==> src/pkg/fods_pkg.sv <==
// constants, register map and state type for the floating origin /
// direct start command block; assumes a 10 MHz system clock
package fods_pkg;
  localparam int AXES = 2;
  localparam int CLK_FREQ_HZ = 10_000_000;
  localparam int DWELL_UNIT_MS = 1;
  localparam int CYCLES_PER_MS = CLK_FREQ_HZ / 1000 * DWELL_UNIT_MS;
  localparam logic [24:0] STEP_WRAP = 25'h098_9680;
  // register byte offsets
  localparam logic [7:0] OFS_CMD = 8'h00;
  localparam logic [7:0] OFS_AXIS = 8'h04;
  localparam logic [7:0] OFS_TPOS = 8'h08;
  localparam logic [7:0] OFS_TSPD = 8'h0c;
  localparam logic [7:0] OFS_DWELL = 8'h10;
  localparam logic [7:0] OFS_AUX = 8'h14;
  localparam logic [7:0] OFS_CTRL = 8'h18;
  localparam logic [7:0] OFS_STATUS = 8'h1c;
  localparam logic [7:0] OFS_ERRCODE = 8'h20;
  localparam logic [7:0] OFS_POS_X = 8'h24;
  localparam logic [7:0] OFS_POS_Y = 8'h28;
  localparam logic [7:0] OFS_AUX_OUT = 8'h2c;
  localparam logic [7:0] OFS_BIAS = 8'h30;
  localparam logic [7:0] OFS_LIMIT = 8'h34;
  // command register bits, levels whose rising edge acts
  localparam int CMD_FLT_BIT = 0;
  localparam int CMD_DST_BIT = 1;
  localparam int CMD_CLR_BIT = 2;
  localparam int CMD_STOP_BIT = 3;
  // control word fields
  localparam int CTRL_SPEED_BIT = 0;
  localparam int CTRL_INC_BIT = 4;
  localparam int CTRL_ACC_LSB = 5;
  // status fields, per axis at AX_BASE + axis * AX_STRIDE
  localparam int ST_INSTR_ERR_BIT = 0;
  localparam int AX_BASE = 4;
  localparam int AX_STRIDE = 4;
  localparam int AX_BUSY = 0;
  localparam int AX_ERR = 1;
  localparam int AX_FIN = 2;
  localparam int AX_ORG = 3;
  localparam int ACC_BASE = 16;
  localparam logic [7:0] ERR_NO_ORIGIN = 8'he0;
  localparam logic [31:0] BIAS_RESET = 32'h0000_0001;
  localparam logic [31:0] LIMIT_RESET = 32'h0001_86a0;
  localparam logic [1:0] RESP_OKAY = 2'h0;
  localparam logic [1:0] RESP_SLVERR = 2'h2;
  typedef enum logic [3:0] {
    ST_IDLE = 4'h1,
    ST_MOVE = 4'h2,
    ST_DWELL = 4'h4,
    ST_SPEED = 4'h8
  } fods_state_type;
endpackage : fods_pkg

==> src/fods_top.sv <==
// two-axis floating origin and direct start command unit, AXI4-Lite
// assumes commands come as register levels and scan_tick marks scan ends
//
// Contract
// RULE1: floating origin on rising edge, selected axis
// RULE2: floating origin zeroes position, sets origin bit
// RULE3: bad axis select sets instruction error, no run
// RULE4: bad axis select leaves axis error clear
// RULE5: direct start begins on rising edge
// RULE6: direct start uses operand position, speed, dwell, aux
// RULE7: control bit0 picks position or speed control
// RULE8: control bit4 picks absolute or incremental
// RULE9: control bits6:5 pick acceleration set one-four
// RULE10: direct start always single end-pattern move; speed control here runs until stop, with no finish
// RULE11: bias and limit speed from stored parameters
// RULE12: no origin gives error 224, no motion
// RULE13: move, stop, dwell, then finish with aux
// RULE14: finished flag high for exactly one scan
// RULE15: controller commands only idle error-free axes
// RULE16: controller clears errors before floating origin
`timescale 1ns/1ps
`default_nettype none
module fods_top
  import fods_pkg::*;
#(
  parameter int MS_CYCLES = CYCLES_PER_MS
) (
  input wire logic aclk,
  input wire logic aresetn,
  input wire logic ce,
  input wire logic scan_tick,
  input wire logic [7:0] s_axi_awaddr,
  input wire logic [2:0] s_axi_awprot,
  input wire logic s_axi_awvalid,
  output logic s_axi_awready,
  input wire logic [31:0] s_axi_wdata,
  input wire logic [3:0] s_axi_wstrb,
  input wire logic s_axi_wvalid,
  output logic s_axi_wready,
  output logic [1:0] s_axi_bresp,
  output logic s_axi_bvalid,
  input wire logic s_axi_bready,
  input wire logic [7:0] s_axi_araddr,
  input wire logic [2:0] s_axi_arprot,
  input wire logic s_axi_arvalid,
  output logic s_axi_arready,
  output logic [31:0] s_axi_rdata,
  output logic [1:0] s_axi_rresp,
  output logic s_axi_rvalid,
  input wire logic s_axi_rready,
  output logic [1:0] step_pulse,
  output logic [1:0] step_dir
);
  function automatic logic [31:0] merge(input logic [31:0] old,
      input logic [31:0] nw, input logic [3:0] strb);
    logic [31:0] r;
    r = old;
    for (int i = 0; i < 4; i++) begin
      if (strb[i]) begin
        r[i*8 +: 8] = nw[i*8 +: 8];
      end
    end
    return r;
  endfunction : merge

  logic [7:0] aw_addr;
  logic aw_hold;
  logic [31:0] w_data;
  logic [3:0] w_strb;
  logic w_hold;
  logic [31:0] cmd;
  logic [31:0] cmd_prev;
  logic [31:0] axis_select;
  logic [31:0] target_position_operand;
  logic [31:0] target_speed_operand;
  logic [31:0] dwell_time_operand;
  logic [31:0] aux_code_operand;
  logic [31:0] control_word_operand;
  logic [31:0] bias_speed;
  logic [31:0] speed_limit;
  logic instruction_error_flag;
  logic [AXES-1:0] busy;
  logic [AXES-1:0] axis_err;
  logic [AXES-1:0] fin;
  logic [AXES-1:0] origin;
  logic [7:0] err_code [AXES];
  logic signed [31:0] cur_pos [AXES];
  logic [15:0] aux_out [AXES];
  logic [1:0] acc_set [AXES];

  // write channel: address and data taken in either order
  assign s_axi_awready = ~aw_hold & ~s_axi_bvalid;
  assign s_axi_wready = ~w_hold & ~s_axi_bvalid;
  assign s_axi_arready = ~s_axi_rvalid;
  wire wr_en = ce & aw_hold & w_hold & ~s_axi_bvalid;
  wire wr_cmd = wr_en & (aw_addr == OFS_CMD);
  wire wr_known = (aw_addr == OFS_CMD) | (aw_addr == OFS_AXIS) |
      (aw_addr == OFS_TPOS) | (aw_addr == OFS_TSPD) |
      (aw_addr == OFS_DWELL) | (aw_addr == OFS_AUX) |
      (aw_addr == OFS_CTRL) | (aw_addr == OFS_BIAS) |
      (aw_addr == OFS_LIMIT);

  always_ff @(posedge aclk) begin
    if (!aresetn) begin
      aw_hold <= 1'b0;
      w_hold <= 1'b0;
      aw_addr <= 8'h00;
      w_data <= 32'h0000_0000;
      w_strb <= 4'h0;
      s_axi_bvalid <= 1'b0;
      s_axi_bresp <= RESP_OKAY;
    end else if (ce) begin
      if (s_axi_awvalid & s_axi_awready) begin
        aw_hold <= 1'b1;
        aw_addr <= {s_axi_awaddr[7:2], 2'b00};
      end
      if (s_axi_wvalid & s_axi_wready) begin
        w_hold <= 1'b1;
        w_data <= s_axi_wdata;
        w_strb <= s_axi_wstrb;
      end
      if (wr_en) begin
        aw_hold <= 1'b0;
        w_hold <= 1'b0;
        s_axi_bvalid <= 1'b1;
        s_axi_bresp <= wr_known ? RESP_OKAY : RESP_SLVERR;
      end else if (s_axi_bready) begin
        s_axi_bvalid <= 1'b0;
      end
    end
  end

  always_ff @(posedge aclk) begin
    if (!aresetn) begin
      cmd <= 32'h0000_0000;
      axis_select <= 32'h0000_0000;
      target_position_operand <= 32'h0000_0000;
      target_speed_operand <= 32'h0000_0000;
      dwell_time_operand <= 32'h0000_0000;
      aux_code_operand <= 32'h0000_0000;
      control_word_operand <= 32'h0000_0000;
      bias_speed <= BIAS_RESET;
      speed_limit <= LIMIT_RESET;
    end else if (wr_en) begin
      case (aw_addr)
        OFS_CMD: cmd <= merge(cmd, w_data, w_strb);
        OFS_AXIS: axis_select <= merge(axis_select, w_data, w_strb);
        OFS_TPOS: target_position_operand <=
            merge(target_position_operand, w_data, w_strb);
        OFS_TSPD: target_speed_operand <=
            merge(target_speed_operand, w_data, w_strb);
        OFS_DWELL: dwell_time_operand <=
            merge(dwell_time_operand, w_data, w_strb) & 32'h0000_ffff;
        OFS_AUX: aux_code_operand <=
            merge(aux_code_operand, w_data, w_strb) & 32'h0000_ffff;
        OFS_CTRL: control_word_operand <=
            merge(control_word_operand, w_data, w_strb) & 32'h0000_ffff;
        OFS_BIAS: bias_speed <= merge(bias_speed, w_data, w_strb);
        OFS_LIMIT: speed_limit <= merge(speed_limit, w_data, w_strb);
        default: cmd <= cmd;
      endcase
    end
  end

  // command edges; previous level kept only when the clock is enabled
  always_ff @(posedge aclk) begin
    if (!aresetn) begin
      cmd_prev <= 32'h0000_0000;
    end else if (ce) begin
      cmd_prev <= cmd;
    end
  end
  wire [31:0] cmd_rise = cmd & ~cmd_prev;
  wire flt_rise = ce & cmd_rise[CMD_FLT_BIT]; // [RULE1]
  wire dst_rise = ce & cmd_rise[CMD_DST_BIT]; // [RULE5]
  wire clr_rise = ce & cmd_rise[CMD_CLR_BIT];
  wire stop_rise = ce & cmd_rise[CMD_STOP_BIT];
  wire ax_ok = (axis_select[15:1] == 15'h0000); // [RULE3]
  wire ax_idx = axis_select[0];
  wire bad_cmd = (flt_rise | dst_rise) & ~ax_ok; // [RULE3]

  // set wins over the clear arriving in the same cycle
  always_ff @(posedge aclk) begin
    if (!aresetn) begin
      instruction_error_flag <= 1'b0;
    end else if (bad_cmd) begin
      instruction_error_flag <= 1'b1; // [RULE3]
    end else if (clr_rise) begin
      instruction_error_flag <= 1'b0;
    end
  end

  wire dst_speed_mode = control_word_operand[CTRL_SPEED_BIT]; // [RULE7]
  wire dst_incremental = control_word_operand[CTRL_INC_BIT]; // [RULE8]
  wire [1:0] dst_acc = control_word_operand[CTRL_ACC_LSB +: 2]; // [RULE9]
  wire [31:0] spd_lo = (target_speed_operand < bias_speed) ?
      bias_speed : target_speed_operand;
  wire [31:0] spd_eff = (spd_lo > speed_limit) ? speed_limit : spd_lo;

  for (genvar a = 0; a < AXES; a++) begin : g_axis
    fods_state_type state;
    logic signed [31:0] tgt;
    logic [16:0] spd;
    logic [23:0] acc;
    logic [15:0] dwell_left;
    logic [15:0] aux_hold;
    logic [31:0] ms_cnt;
    logic fin_pend;
    wire sel = ax_ok & (ax_idx == 1'(a)); // [RULE4]
    wire go_flt = flt_rise & sel & (state == ST_IDLE); // [RULE1]
    wire go_dst = dst_rise & sel & (state == ST_IDLE) & ~axis_err[a];
    wire no_org = go_dst & ~origin[a]; // [RULE12]
    wire [31:0] tgt_abs = dst_incremental ?
        32'(cur_pos[a] + $signed(target_position_operand)) :
        target_position_operand; // [RULE8]
    wire [24:0] acc_sum = {1'b0, acc} + {8'h00, spd};
    wire step_now = (acc_sum >= STEP_WRAP);
    wire [24:0] acc_wrap = acc_sum - STEP_WRAP;
    wire at_tgt = (cur_pos[a] == tgt);
    wire fwd = (state == ST_SPEED) ? step_dir[a] : (tgt > cur_pos[a]);
    assign busy[a] = (state != ST_IDLE);

    always_ff @(posedge aclk) begin
      if (!aresetn) begin
        state <= ST_IDLE;
        tgt <= 32'sh0000_0000;
        spd <= 17'h0_0000;
        acc <= 24'h00_0000;
        dwell_left <= 16'h0000;
        aux_hold <= 16'h0000;
        ms_cnt <= 32'h0000_0000;
        fin_pend <= 1'b0;
        fin[a] <= 1'b0;
        origin[a] <= 1'b0;
        axis_err[a] <= 1'b0;
        err_code[a] <= 8'h00;
        cur_pos[a] <= 32'sh0000_0000;
        aux_out[a] <= 16'h0000;
        acc_set[a] <= 2'h0;
        step_pulse[a] <= 1'b0;
        step_dir[a] <= 1'b0;
      end else if (ce) begin
        step_pulse[a] <= 1'b0;
        if (scan_tick) begin
          fin[a] <= fin_pend; // [RULE14]
          fin_pend <= 1'b0;
        end
        if (no_org) begin
          axis_err[a] <= 1'b1; // [RULE12]
          err_code[a] <= ERR_NO_ORIGIN;
        end else if (clr_rise & sel) begin
          axis_err[a] <= 1'b0;
          err_code[a] <= 8'h00;
        end
        case (state)
          ST_IDLE: begin
            if (go_flt) begin
              cur_pos[a] <= 32'sh0000_0000; // [RULE2]
              origin[a] <= 1'b1; // [RULE2]
            end else if (go_dst & origin[a]) begin
              tgt <= tgt_abs; // [RULE6]
              spd <= spd_eff[16:0]; // [RULE11]
              dwell_left <= dwell_time_operand[15:0]; // [RULE6]
              aux_hold <= aux_code_operand[15:0]; // [RULE6]
              acc_set[a] <= dst_acc; // [RULE9]
              acc <= 24'h00_0000;
              step_dir[a] <= ~target_position_operand[31];
              state <= dst_speed_mode ? ST_SPEED : ST_MOVE; // [RULE7]
            end
          end
          ST_MOVE: begin
            if (at_tgt) begin
              ms_cnt <= 32'h0000_0000;
              state <= ST_DWELL; // [RULE13]
            end else begin
              acc <= step_now ? acc_wrap[23:0] : acc_sum[23:0];
              step_dir[a] <= fwd;
              if (step_now) begin
                step_pulse[a] <= 1'b1;
                cur_pos[a] <= fwd ? cur_pos[a] + 32'sd1 :
                    cur_pos[a] - 32'sd1;
              end
            end
          end
          ST_DWELL: begin
            if (dwell_left == 16'h0000) begin
              fin_pend <= 1'b1; // [RULE13]
              aux_out[a] <= aux_hold; // [RULE13]
              state <= ST_IDLE; // [RULE10]
            end else if (ms_cnt == 32'(MS_CYCLES - 1)) begin
              ms_cnt <= 32'h0000_0000;
              dwell_left <= dwell_left - 16'h0001;
            end else begin
              ms_cnt <= ms_cnt + 32'h0000_0001;
            end
          end
          ST_SPEED: begin
            // speed control has no end point; only stop ends it
            acc <= step_now ? acc_wrap[23:0] : acc_sum[23:0];
            if (step_now) begin
              step_pulse[a] <= 1'b1;
              cur_pos[a] <= fwd ? cur_pos[a] + 32'sd1 :
                  cur_pos[a] - 32'sd1;
            end
            if (stop_rise & sel) begin
              state <= ST_IDLE;
            end
          end
          default: state <= ST_IDLE;
        endcase
      end
    end
  end

  logic [31:0] status;
  always_comb begin
    status = 32'h0000_0000;
    status[ST_INSTR_ERR_BIT] = instruction_error_flag;
    for (int a = 0; a < AXES; a++) begin
      status[AX_BASE + a*AX_STRIDE + AX_BUSY] = busy[a];
      status[AX_BASE + a*AX_STRIDE + AX_ERR] = axis_err[a];
      status[AX_BASE + a*AX_STRIDE + AX_FIN] = fin[a];
      status[AX_BASE + a*AX_STRIDE + AX_ORG] = origin[a];
      status[ACC_BASE + a*2 +: 2] = acc_set[a];
    end
  end

  wire [7:0] ra = {s_axi_araddr[7:2], 2'b00};
  logic [31:0] rd_val;
  logic rd_ok;
  always_comb begin
    rd_ok = 1'b1;
    case (ra)
      OFS_CMD: rd_val = cmd;
      OFS_AXIS: rd_val = axis_select;
      OFS_TPOS: rd_val = target_position_operand;
      OFS_TSPD: rd_val = target_speed_operand;
      OFS_DWELL: rd_val = dwell_time_operand;
      OFS_AUX: rd_val = aux_code_operand;
      OFS_CTRL: rd_val = control_word_operand;
      OFS_STATUS: rd_val = status;
      OFS_ERRCODE: rd_val = {16'h0000, err_code[1], err_code[0]};
      OFS_POS_X: rd_val = cur_pos[0];
      OFS_POS_Y: rd_val = cur_pos[1];
      OFS_AUX_OUT: rd_val = {aux_out[1], aux_out[0]};
      OFS_BIAS: rd_val = bias_speed;
      OFS_LIMIT: rd_val = speed_limit;
      default: begin
        rd_val = 32'h0000_0000;
        rd_ok = 1'b0;
      end
    endcase
  end

  always_ff @(posedge aclk) begin
    if (!aresetn) begin
      s_axi_rvalid <= 1'b0;
      s_axi_rdata <= 32'h0000_0000;
      s_axi_rresp <= RESP_OKAY;
    end else if (ce) begin
      if (s_axi_arvalid & s_axi_arready) begin
        s_axi_rvalid <= 1'b1;
        s_axi_rdata <= rd_val;
        s_axi_rresp <= rd_ok ? RESP_OKAY : RESP_SLVERR;
      end else if (s_axi_rready) begin
        s_axi_rvalid <= 1'b0;
      end
    end
  end
endmodule : fods_top
`default_nettype wire

==> config.mk <==
export PLATFORM = sky130hd
export DESIGN_NAME = fods_top
export DESIGN_NICKNAME = d
export VERILOG_FILES = /design/src/pkg/fods_pkg.sv /design/src/fods_top.sv
export SDC_FILE = /design/constraint.sdc
export NUM_CORES = 2
export LEC_CHECK = 0
export BUFFER_PORTS_ARGS = -buffer_cell sky130_fd_sc_hd__buf_2
export CAP_MARGIN = 10
export CORE_UTILIZATION = 62
export DETAILED_ROUTE_END_ITERATION = 8
export GPL_TIMING_DRIVEN = 0
export HOLD_SLACK_MARGIN = 0.08
export PLACE_DENSITY = 0.79
export RECOVER_POWER = 25
export SYNTH_ARGS = -nofsm -noshare
export SYNTH_HDL_FRONTEND = slang
export SYNTH_SLANG_ARGS = --single-unit
==> constraint.sdc <==
create_clock -name aclk -period 10.2 [get_ports aclk]
set_input_delay 1.02 -clock aclk [delete_from_list [all_inputs] [get_ports aclk]]
set_output_delay 1.02 -clock aclk [all_outputs]
set_load 0.05 [all_outputs]
=== After elaboration in Yosys (flattened, before gate mapping) ===
Memory sizes are Yosys's and may differ from the RTL's.
Index checks and enable logic that the tools add are counted.

* Register bits after elaboration: 621
* RAM bits: 106
* Input port bits: 67
* Output and inout port bits: 45
* Word-level logic and storage cells: 458
* Memories kept: 4

* $add $sub $neg: 14
* Magnitude comparators: 6
* Eq/ne operators: 51
* Muxes and demuxes: 168
* Bitwise operators: 71
* Reduce and logical (&&, ||, !) cells: 76

{| class="wikitable"
|+ Memory list
! name !! depth !! width !! read ports !! clocked after memory_dff !! write ports !! RTL line !! RTL
|-
| cur_pos || 2 || 32 || 2 || 0 || 2 || fods_top.sv:87 || <nowiki>logic signed [31:0] cur_pos [AXES];</nowiki>
|-
| aux_out || 2 || 16 || 2 || 0 || 2 || fods_top.sv:88 || <nowiki>logic [15:0] aux_out [AXES];</nowiki>
|-
| err_code || 2 || 3 || 2 || 0 || 2 || fods_top.sv:86 || <nowiki>logic [7:0] err_code [AXES];</nowiki>
|-
| acc_set || 2 || 2 || 2 || 0 || 2 || fods_top.sv:89 || <nowiki>logic [1:0] acc_set [AXES];</nowiki>
|}

{| class="wikitable"
|+ Operators by type and width
! cell !! count
|-
| $mux W32 || 17
|-
| $pmux W32 S14 || 1
|-
| $mux W24 || 8
|-
| $mux W16 || 10
|-
| $pmux W24 S3 || 2
|-
| $pmux W32 S2 || 2
|-
| $mux W1 || 100
|-
| $gt A32 B32 Y1 || 3
|-
| $reduce_and A3 Y1 || 32
|-
| $add A32 B1 Y32 const B || 2
|-
| $add A32 B2 Y32 const B || 2
|-
| $add A32 B32 Y32 || 2
|-
| $eq A32 B14 Y1 const B || 2
|-
| $eq A32 B32 Y1 || 2
|-
| $pmux W16 S2 || 2
|-
| $sub A32 B2 Y32 const B || 2
|-
| $add A24 B17 Y25 || 2
|-
| $ge A25 B24 Y1 const B || 2
|-
| $eq A6 B4 Y1 const B || 8
|-
| $sub A24 B24 Y24 const B || 2
|-
| $mux W4 || 11
|-
| $eq A6 B3 Y1 const B || 7
|-
| $and A1 B1 Y1 || 33
|-
| $logic_not A16 Y1 || 2
|-
| other kinds (29) || 130
|}

=== Depth between registers and ports, before layout ===
* Word-level depth: 14
* Mapped depth: 29

=== Worst setup path before layout ===
Ideal clock, no wire load.

* Kind: reg-to-reg
* Start point: memory cur_pos[0][1]
* End point: memory cur_pos[0][31], data pin
* Library setup time: 0.257 ns
* Arrival time: 6.833 ns
* Path slack: 3.111 ns
* Cell stages (with the launch flop): 25
* Buffers on the path: 0
* Period minus slack after synthesis: 7.089 ns
* Cell sequence: edfxtp_1 > inv_1 > ha_1 > nor2b_1 > o21a_1 > o21a_1 > o21ai_0 > nand2_1 > a221oi_1 > o21ai_0 > or4b_2 > a31oi_1 > ha_1 > a21o_1 > a21oi_1 > o21bai_1 > a21oi_1 > o21bai_1 > a2111oi_0 > o31a_1 > o211ai_1 > a31oi_1 > o31ai_1 > xnor2_1 > nor2_1

{| class="wikitable"
|+ RTL lines
! element !! RTL line
|-
| from (decl) || fods_top.sv:87
|}

=== Worst setup path after layout ===
* Start point: register bias_speed[1]
* End point: register g_axis[1].spd[14]

* Word-level cells in the longest chain between the ends: 4

{| class="wikitable"
|+ RTL lines
! element !! RTL line !! RTL
|-
| from (decl) || fods_top.sv:79 || <nowiki>logic [31:0] bias_speed;</nowiki>
|-
| from (signal assigned) || fods_top.sv:158 || <nowiki>OFS_BIAS: bias_speed <= merge(bias_speed, w_data, w_strb);</nowiki>
|-
| $lt A32 B32 Y1 || fods_top.sv:196 || <nowiki>wire [31:0] spd_lo = (target_speed_operand < bias_speed) ?</nowiki>
|-
| $mux W32 (*) || fods_top.sv:196 ||
|-
| $gt A32 B32 Y1 || fods_top.sv:198 || <nowiki>wire [31:0] spd_eff = (spd_lo > speed_limit) ? speed_limit : spd_lo;</nowiki>
|-
| $mux W17 (*) || fods_top.sv:198 ||
|-
| to (signal assigned) || fods_top.sv:262 || <nowiki>spd <= spd_eff[16:0];</nowiki>
|-
| to (decl) || fods_top.sv:203 || <nowiki>logic [16:0] spd;</nowiki>
|}

Mark *: on every way between the ends. The rest lies on a longest branch, timed or not.
A chain may end at the register's enable or synchronous reset.

==> metrics <==
CP Capture Type register; Pleak 19.89 nW; Min-Delay Path Class register to register; Buf/Inv on CP 5; Tcrit/Tclk final 96.02%; total core area 67510 um2; # setup viols final 0; CP max-delay cell nor4_2; Filler cells 5591; Via-to-Cell Ratio 6.823; Resized cells post-CTS 0; part of the power in registers 44.7%; initial drt markers 6572; Final ANT Viol Nets 0; minimum clock period after layout 9794 ps; CTS Hold Bufs 0; hold_ws 449.9 ps; die area 69730 um2; vias in the first global route 38450; Synthesis Warnings 0; Fmax 0.1021 GHz; Post-synth top flop dfxtp_1; CP required 10780 ps; run status finished, final reports clean; clock root cell clkbuf_16; CP max stage delay 1030 ps; Inserted Clock Buffers 81; largest net degree at the start of global routing 34; NetSw 1.760 mW; Setup Skew 31.05 ps; dpl hpwl 128.1 mm; CP cell instances inv_1 > ha_1 > a21o_1 > a21o_1 > a21o_1 > a21o_1 > a2111oi_0 > buf_2 > o221ai_1 > nand4_1 > a21oi_1 > o22ai_1 > clkbuf_1 > buf_1 > mux2_2 > ha_1 > nand4_1 > nor4_2 > nand3_1 > o21a_1 > nor4_2 > clkbuf_1 > a221o_1; fin area 47060 um2; CTS tree done; worst slack at placement 843.7 ps; EDFF count, synth 102; clock transition at the registers of the reported paths 60 ps; Comb power frac 8.5%; Clock Path Buffers 3; CP Max Fanout 10; Vias 42560; clock latency on the worst-skew pair 670 ps; clock network power share 46.7%; Netlist cell types 102; IO buf count 99; I/O pin total 112; VDD IR-drop max 0.1690 mV; GRT overflow 0; WL/cell 27.15 um; Yosys reg bits 721; Pwr per Cell Area 141.6 nW/um2; Die H 264.1 um; total power 6.663 mW; setup TNS 0 ps; total wire length 169.4 mm; initial antenna violation count 6; DIE WIDTH 264.1 um; setup ws final 406.1 ps; Tot GR Track Use 47.07%; Post CTS Setup Buffer Count 0; RSZ-0062 raised after global routing false; first-pass GRT wire length 245.6 mm; Seq/Total Area, Yosys 36.30%; DR pass1 iterations 9; max_slew headroom 7.261%; Sw Share 26.41%; max capacitance violation total 0; crit-path leading delay family compound AO/OA/AOI/OAI gates; Slew Viols, Final 0; Synth-to-Final Area Change 10.52%; Final Hold Vio Count 0; crit-path most repeated cell a21o_1; Rows 95; CP arrival 10370 ps; Area after DPL 44300 um2; Internal 4.903 mW; # H-tree levels 3; NumNets Final 5660; syn avg cell area 8.334 um2; layout cells sized above 1 5.711%; GPL Wtd Cong 1.098; Starting Density 63.06%; Remaining DRCs 0; clock sink total 721; Slew @ Worst Pin 1391 ps; Mapped Area 42580 um2; Setup Crit Path Kind register to register; cells after synthesis 5109; crit start category register; Async S/R FF share, synth 0%
metrics by stage:
step                      instances  utilization, %
after floorplan                5110               -
after global placement         6082           65.42
after detailed placement       6087           65.61
after CTS                      6230           69.76
after global routing           6231           69.67
final                          6238           69.70
cell usage in the layout (no fill, tap or decap), drive strengths merged, types with 15 or more instances in the layout:
| cell type | count |
|---|---|
| o21a | 41 |
| nor4 | 29 |
| nand2 | 564 |
| nor2 | 533 |
| mux2 | 33 |
| dfxtp | 619 |
| a31oi | 93 |
| xor2 | 82 |
| nand3b | 16 |
| and3 | 70 |
| a22o | 40 |
| a21o | 159 |
| buf | 91 |
| xnor2 | 117 |
| ha | 289 |
| nor3 | 73 |
| inv | 213 |
| a22oi | 77 |
| or3 | 45 |
| edfxtp | 102 |
| nand2b | 42 |
| a222oi | 19 |
| o41ai | 31 |
| o21ai | 215 |
| o21bai | 23 |
| clkinv | 22 |
| nor2b | 33 |
| a221oi | 56 |
| clkbuf | 391 |
| and2 | 58 |
| nand3 | 190 |
| a211oi | 45 |
| nand4 | 57 |
| and4 | 18 |
| a21oi | 450 |
| o22ai | 15 |
| mux2i | 181 |
flip-flops by register name, summed over array words and instances (netlist names), 34 cells and up:
| name | cells |
|---|---|
| cur_pos | 64 |
| g_axis.ms_cnt | 64 |
| g_axis.tgt | 64 |
| g_axis.acc | 48 |
| g_axis.spd | 34 |
synthesized netlist by cell type (10+ instances only):
library cell  count  area (um2)
buf_1            18       67.56
and4_1           17       148.9
mux2_2           33       371.6
nand2b_1         42       262.8
o41ai_1          31       271.5
o211ai_1         14       105.1
nor4b_1          12       105.1
and3_1           65       406.6
nor4_1           29       181.4
o31ai_1          14       105.1
xor2_1           82       718.2
nand3_1         190       950.9
nand3b_1         16       120.1
nor2b_1          33       206.5
nor2_1          533        2001
nand4_1          57       356.6
or3_1            45       281.5
a211o_1          14       122.6
or2_2            11       68.82
o21ai_0         209        1046
a221oi_1         56       490.5
mux2i_1         181        1812
inv_1           211       792.0
a211oi_1         43       322.8
o22ai_1          14       87.58
a21oi_1         448        2242
nand2_1         562        2110
nor3_1           73       365.4
buf_2            10       50.05
and2_1           52       325.3
a22oi_1          77       578.1
dfxtp_1         619       12390
xnor2_1         117        1025
a31oi_1          92       575.6
o21a_1           41       307.8
edfxtp_1        102        3063
o21bai_1         23       172.7
nor3b_1          13       97.59
clkbuf_1        228       855.8
ha_1            289        3616
a21o_1          157        1179
a22o_1           40       350.3
a221o_1          14       140.1
a222oi_1         19       190.2
worst paths after layout:
| kind | start | endpoint | slack, ps | cells after the start |
|---|---|---|---|---|
| worst max register to register | bias_speed[1] | g_axis[1].spd[14] | 410 | 23 |
| worst min register to register | step_pulse[1] | step_pulse[1] | 450 | 2 |
| worst min-delay path | step_pulse[1] | step_pulse[1] | 450 | 2 |
| worst max-delay path | bias_speed[1] | g_axis[1].spd[14] | 410 | 23 |
per-layer routing:
metal | routed length (um) | GRT usage [%] | vias up
li1 | - | - | 18930
met1 | 64930 | 62.40 | 20010
met2 | 67750 | 66.94 | 2941
met3 | 24640 | 14.77 | 676
met4 | 12000 | 27.67 | 4
met5 | 31 | 0.1386 | -
power by group through the flow:
stage / logic [mW] / registers [mW] / clock network [mW]
floorplan: 0.359 / 3.01 / 0
global placement: 0.529 / 3.04 / 0
detailed placement: 0.542 / 3.04 / 0
CTS: 0.546 / 2.97 / 3.09
global route: 0.599 / 2.98 / 3.21
finish: 0.568 / 2.98 / 3.11
area by class of cell:
class / instances / area (um2) / area share (%)
Clock buffer: 112 / 2370 / 5.036
Antenna cell: 7 / 17.52 / 0.03723
Inverter: 212 / 795.8 / 1.691
Multi-Input combinational cell: 3911 / 25310 / 53.79
Tap cell: 873 / 1092 / 2.321
Buffer: 266 / 1070 / 2.273
Sequential cell: 721 / 15450 / 32.84
Timing Repair Buffer: 105 / 513.0 / 1.090
Clock inverter: 31 / 432.9 / 0.9200
worst reg2reg max path: cells and delay by family (launching register included):
kind	cells	cell delay, ps
compound gates	10	3050
simple gates	5	3020
buf+inv	5	2070
fa+ha+maj	2	580
flops	1	550
mux	1	420
kinds of logic after synthesis:
kind of cell	share of synthesized area [%]
simple gates	19.69
compound gates	21.60
flops	36.30
buf+inv	4.399
fa+ha+maj	8.775
mux	5.128
xor+xnor	4.094
other cells	0.008808
Power figures use the tool's default switching activity.
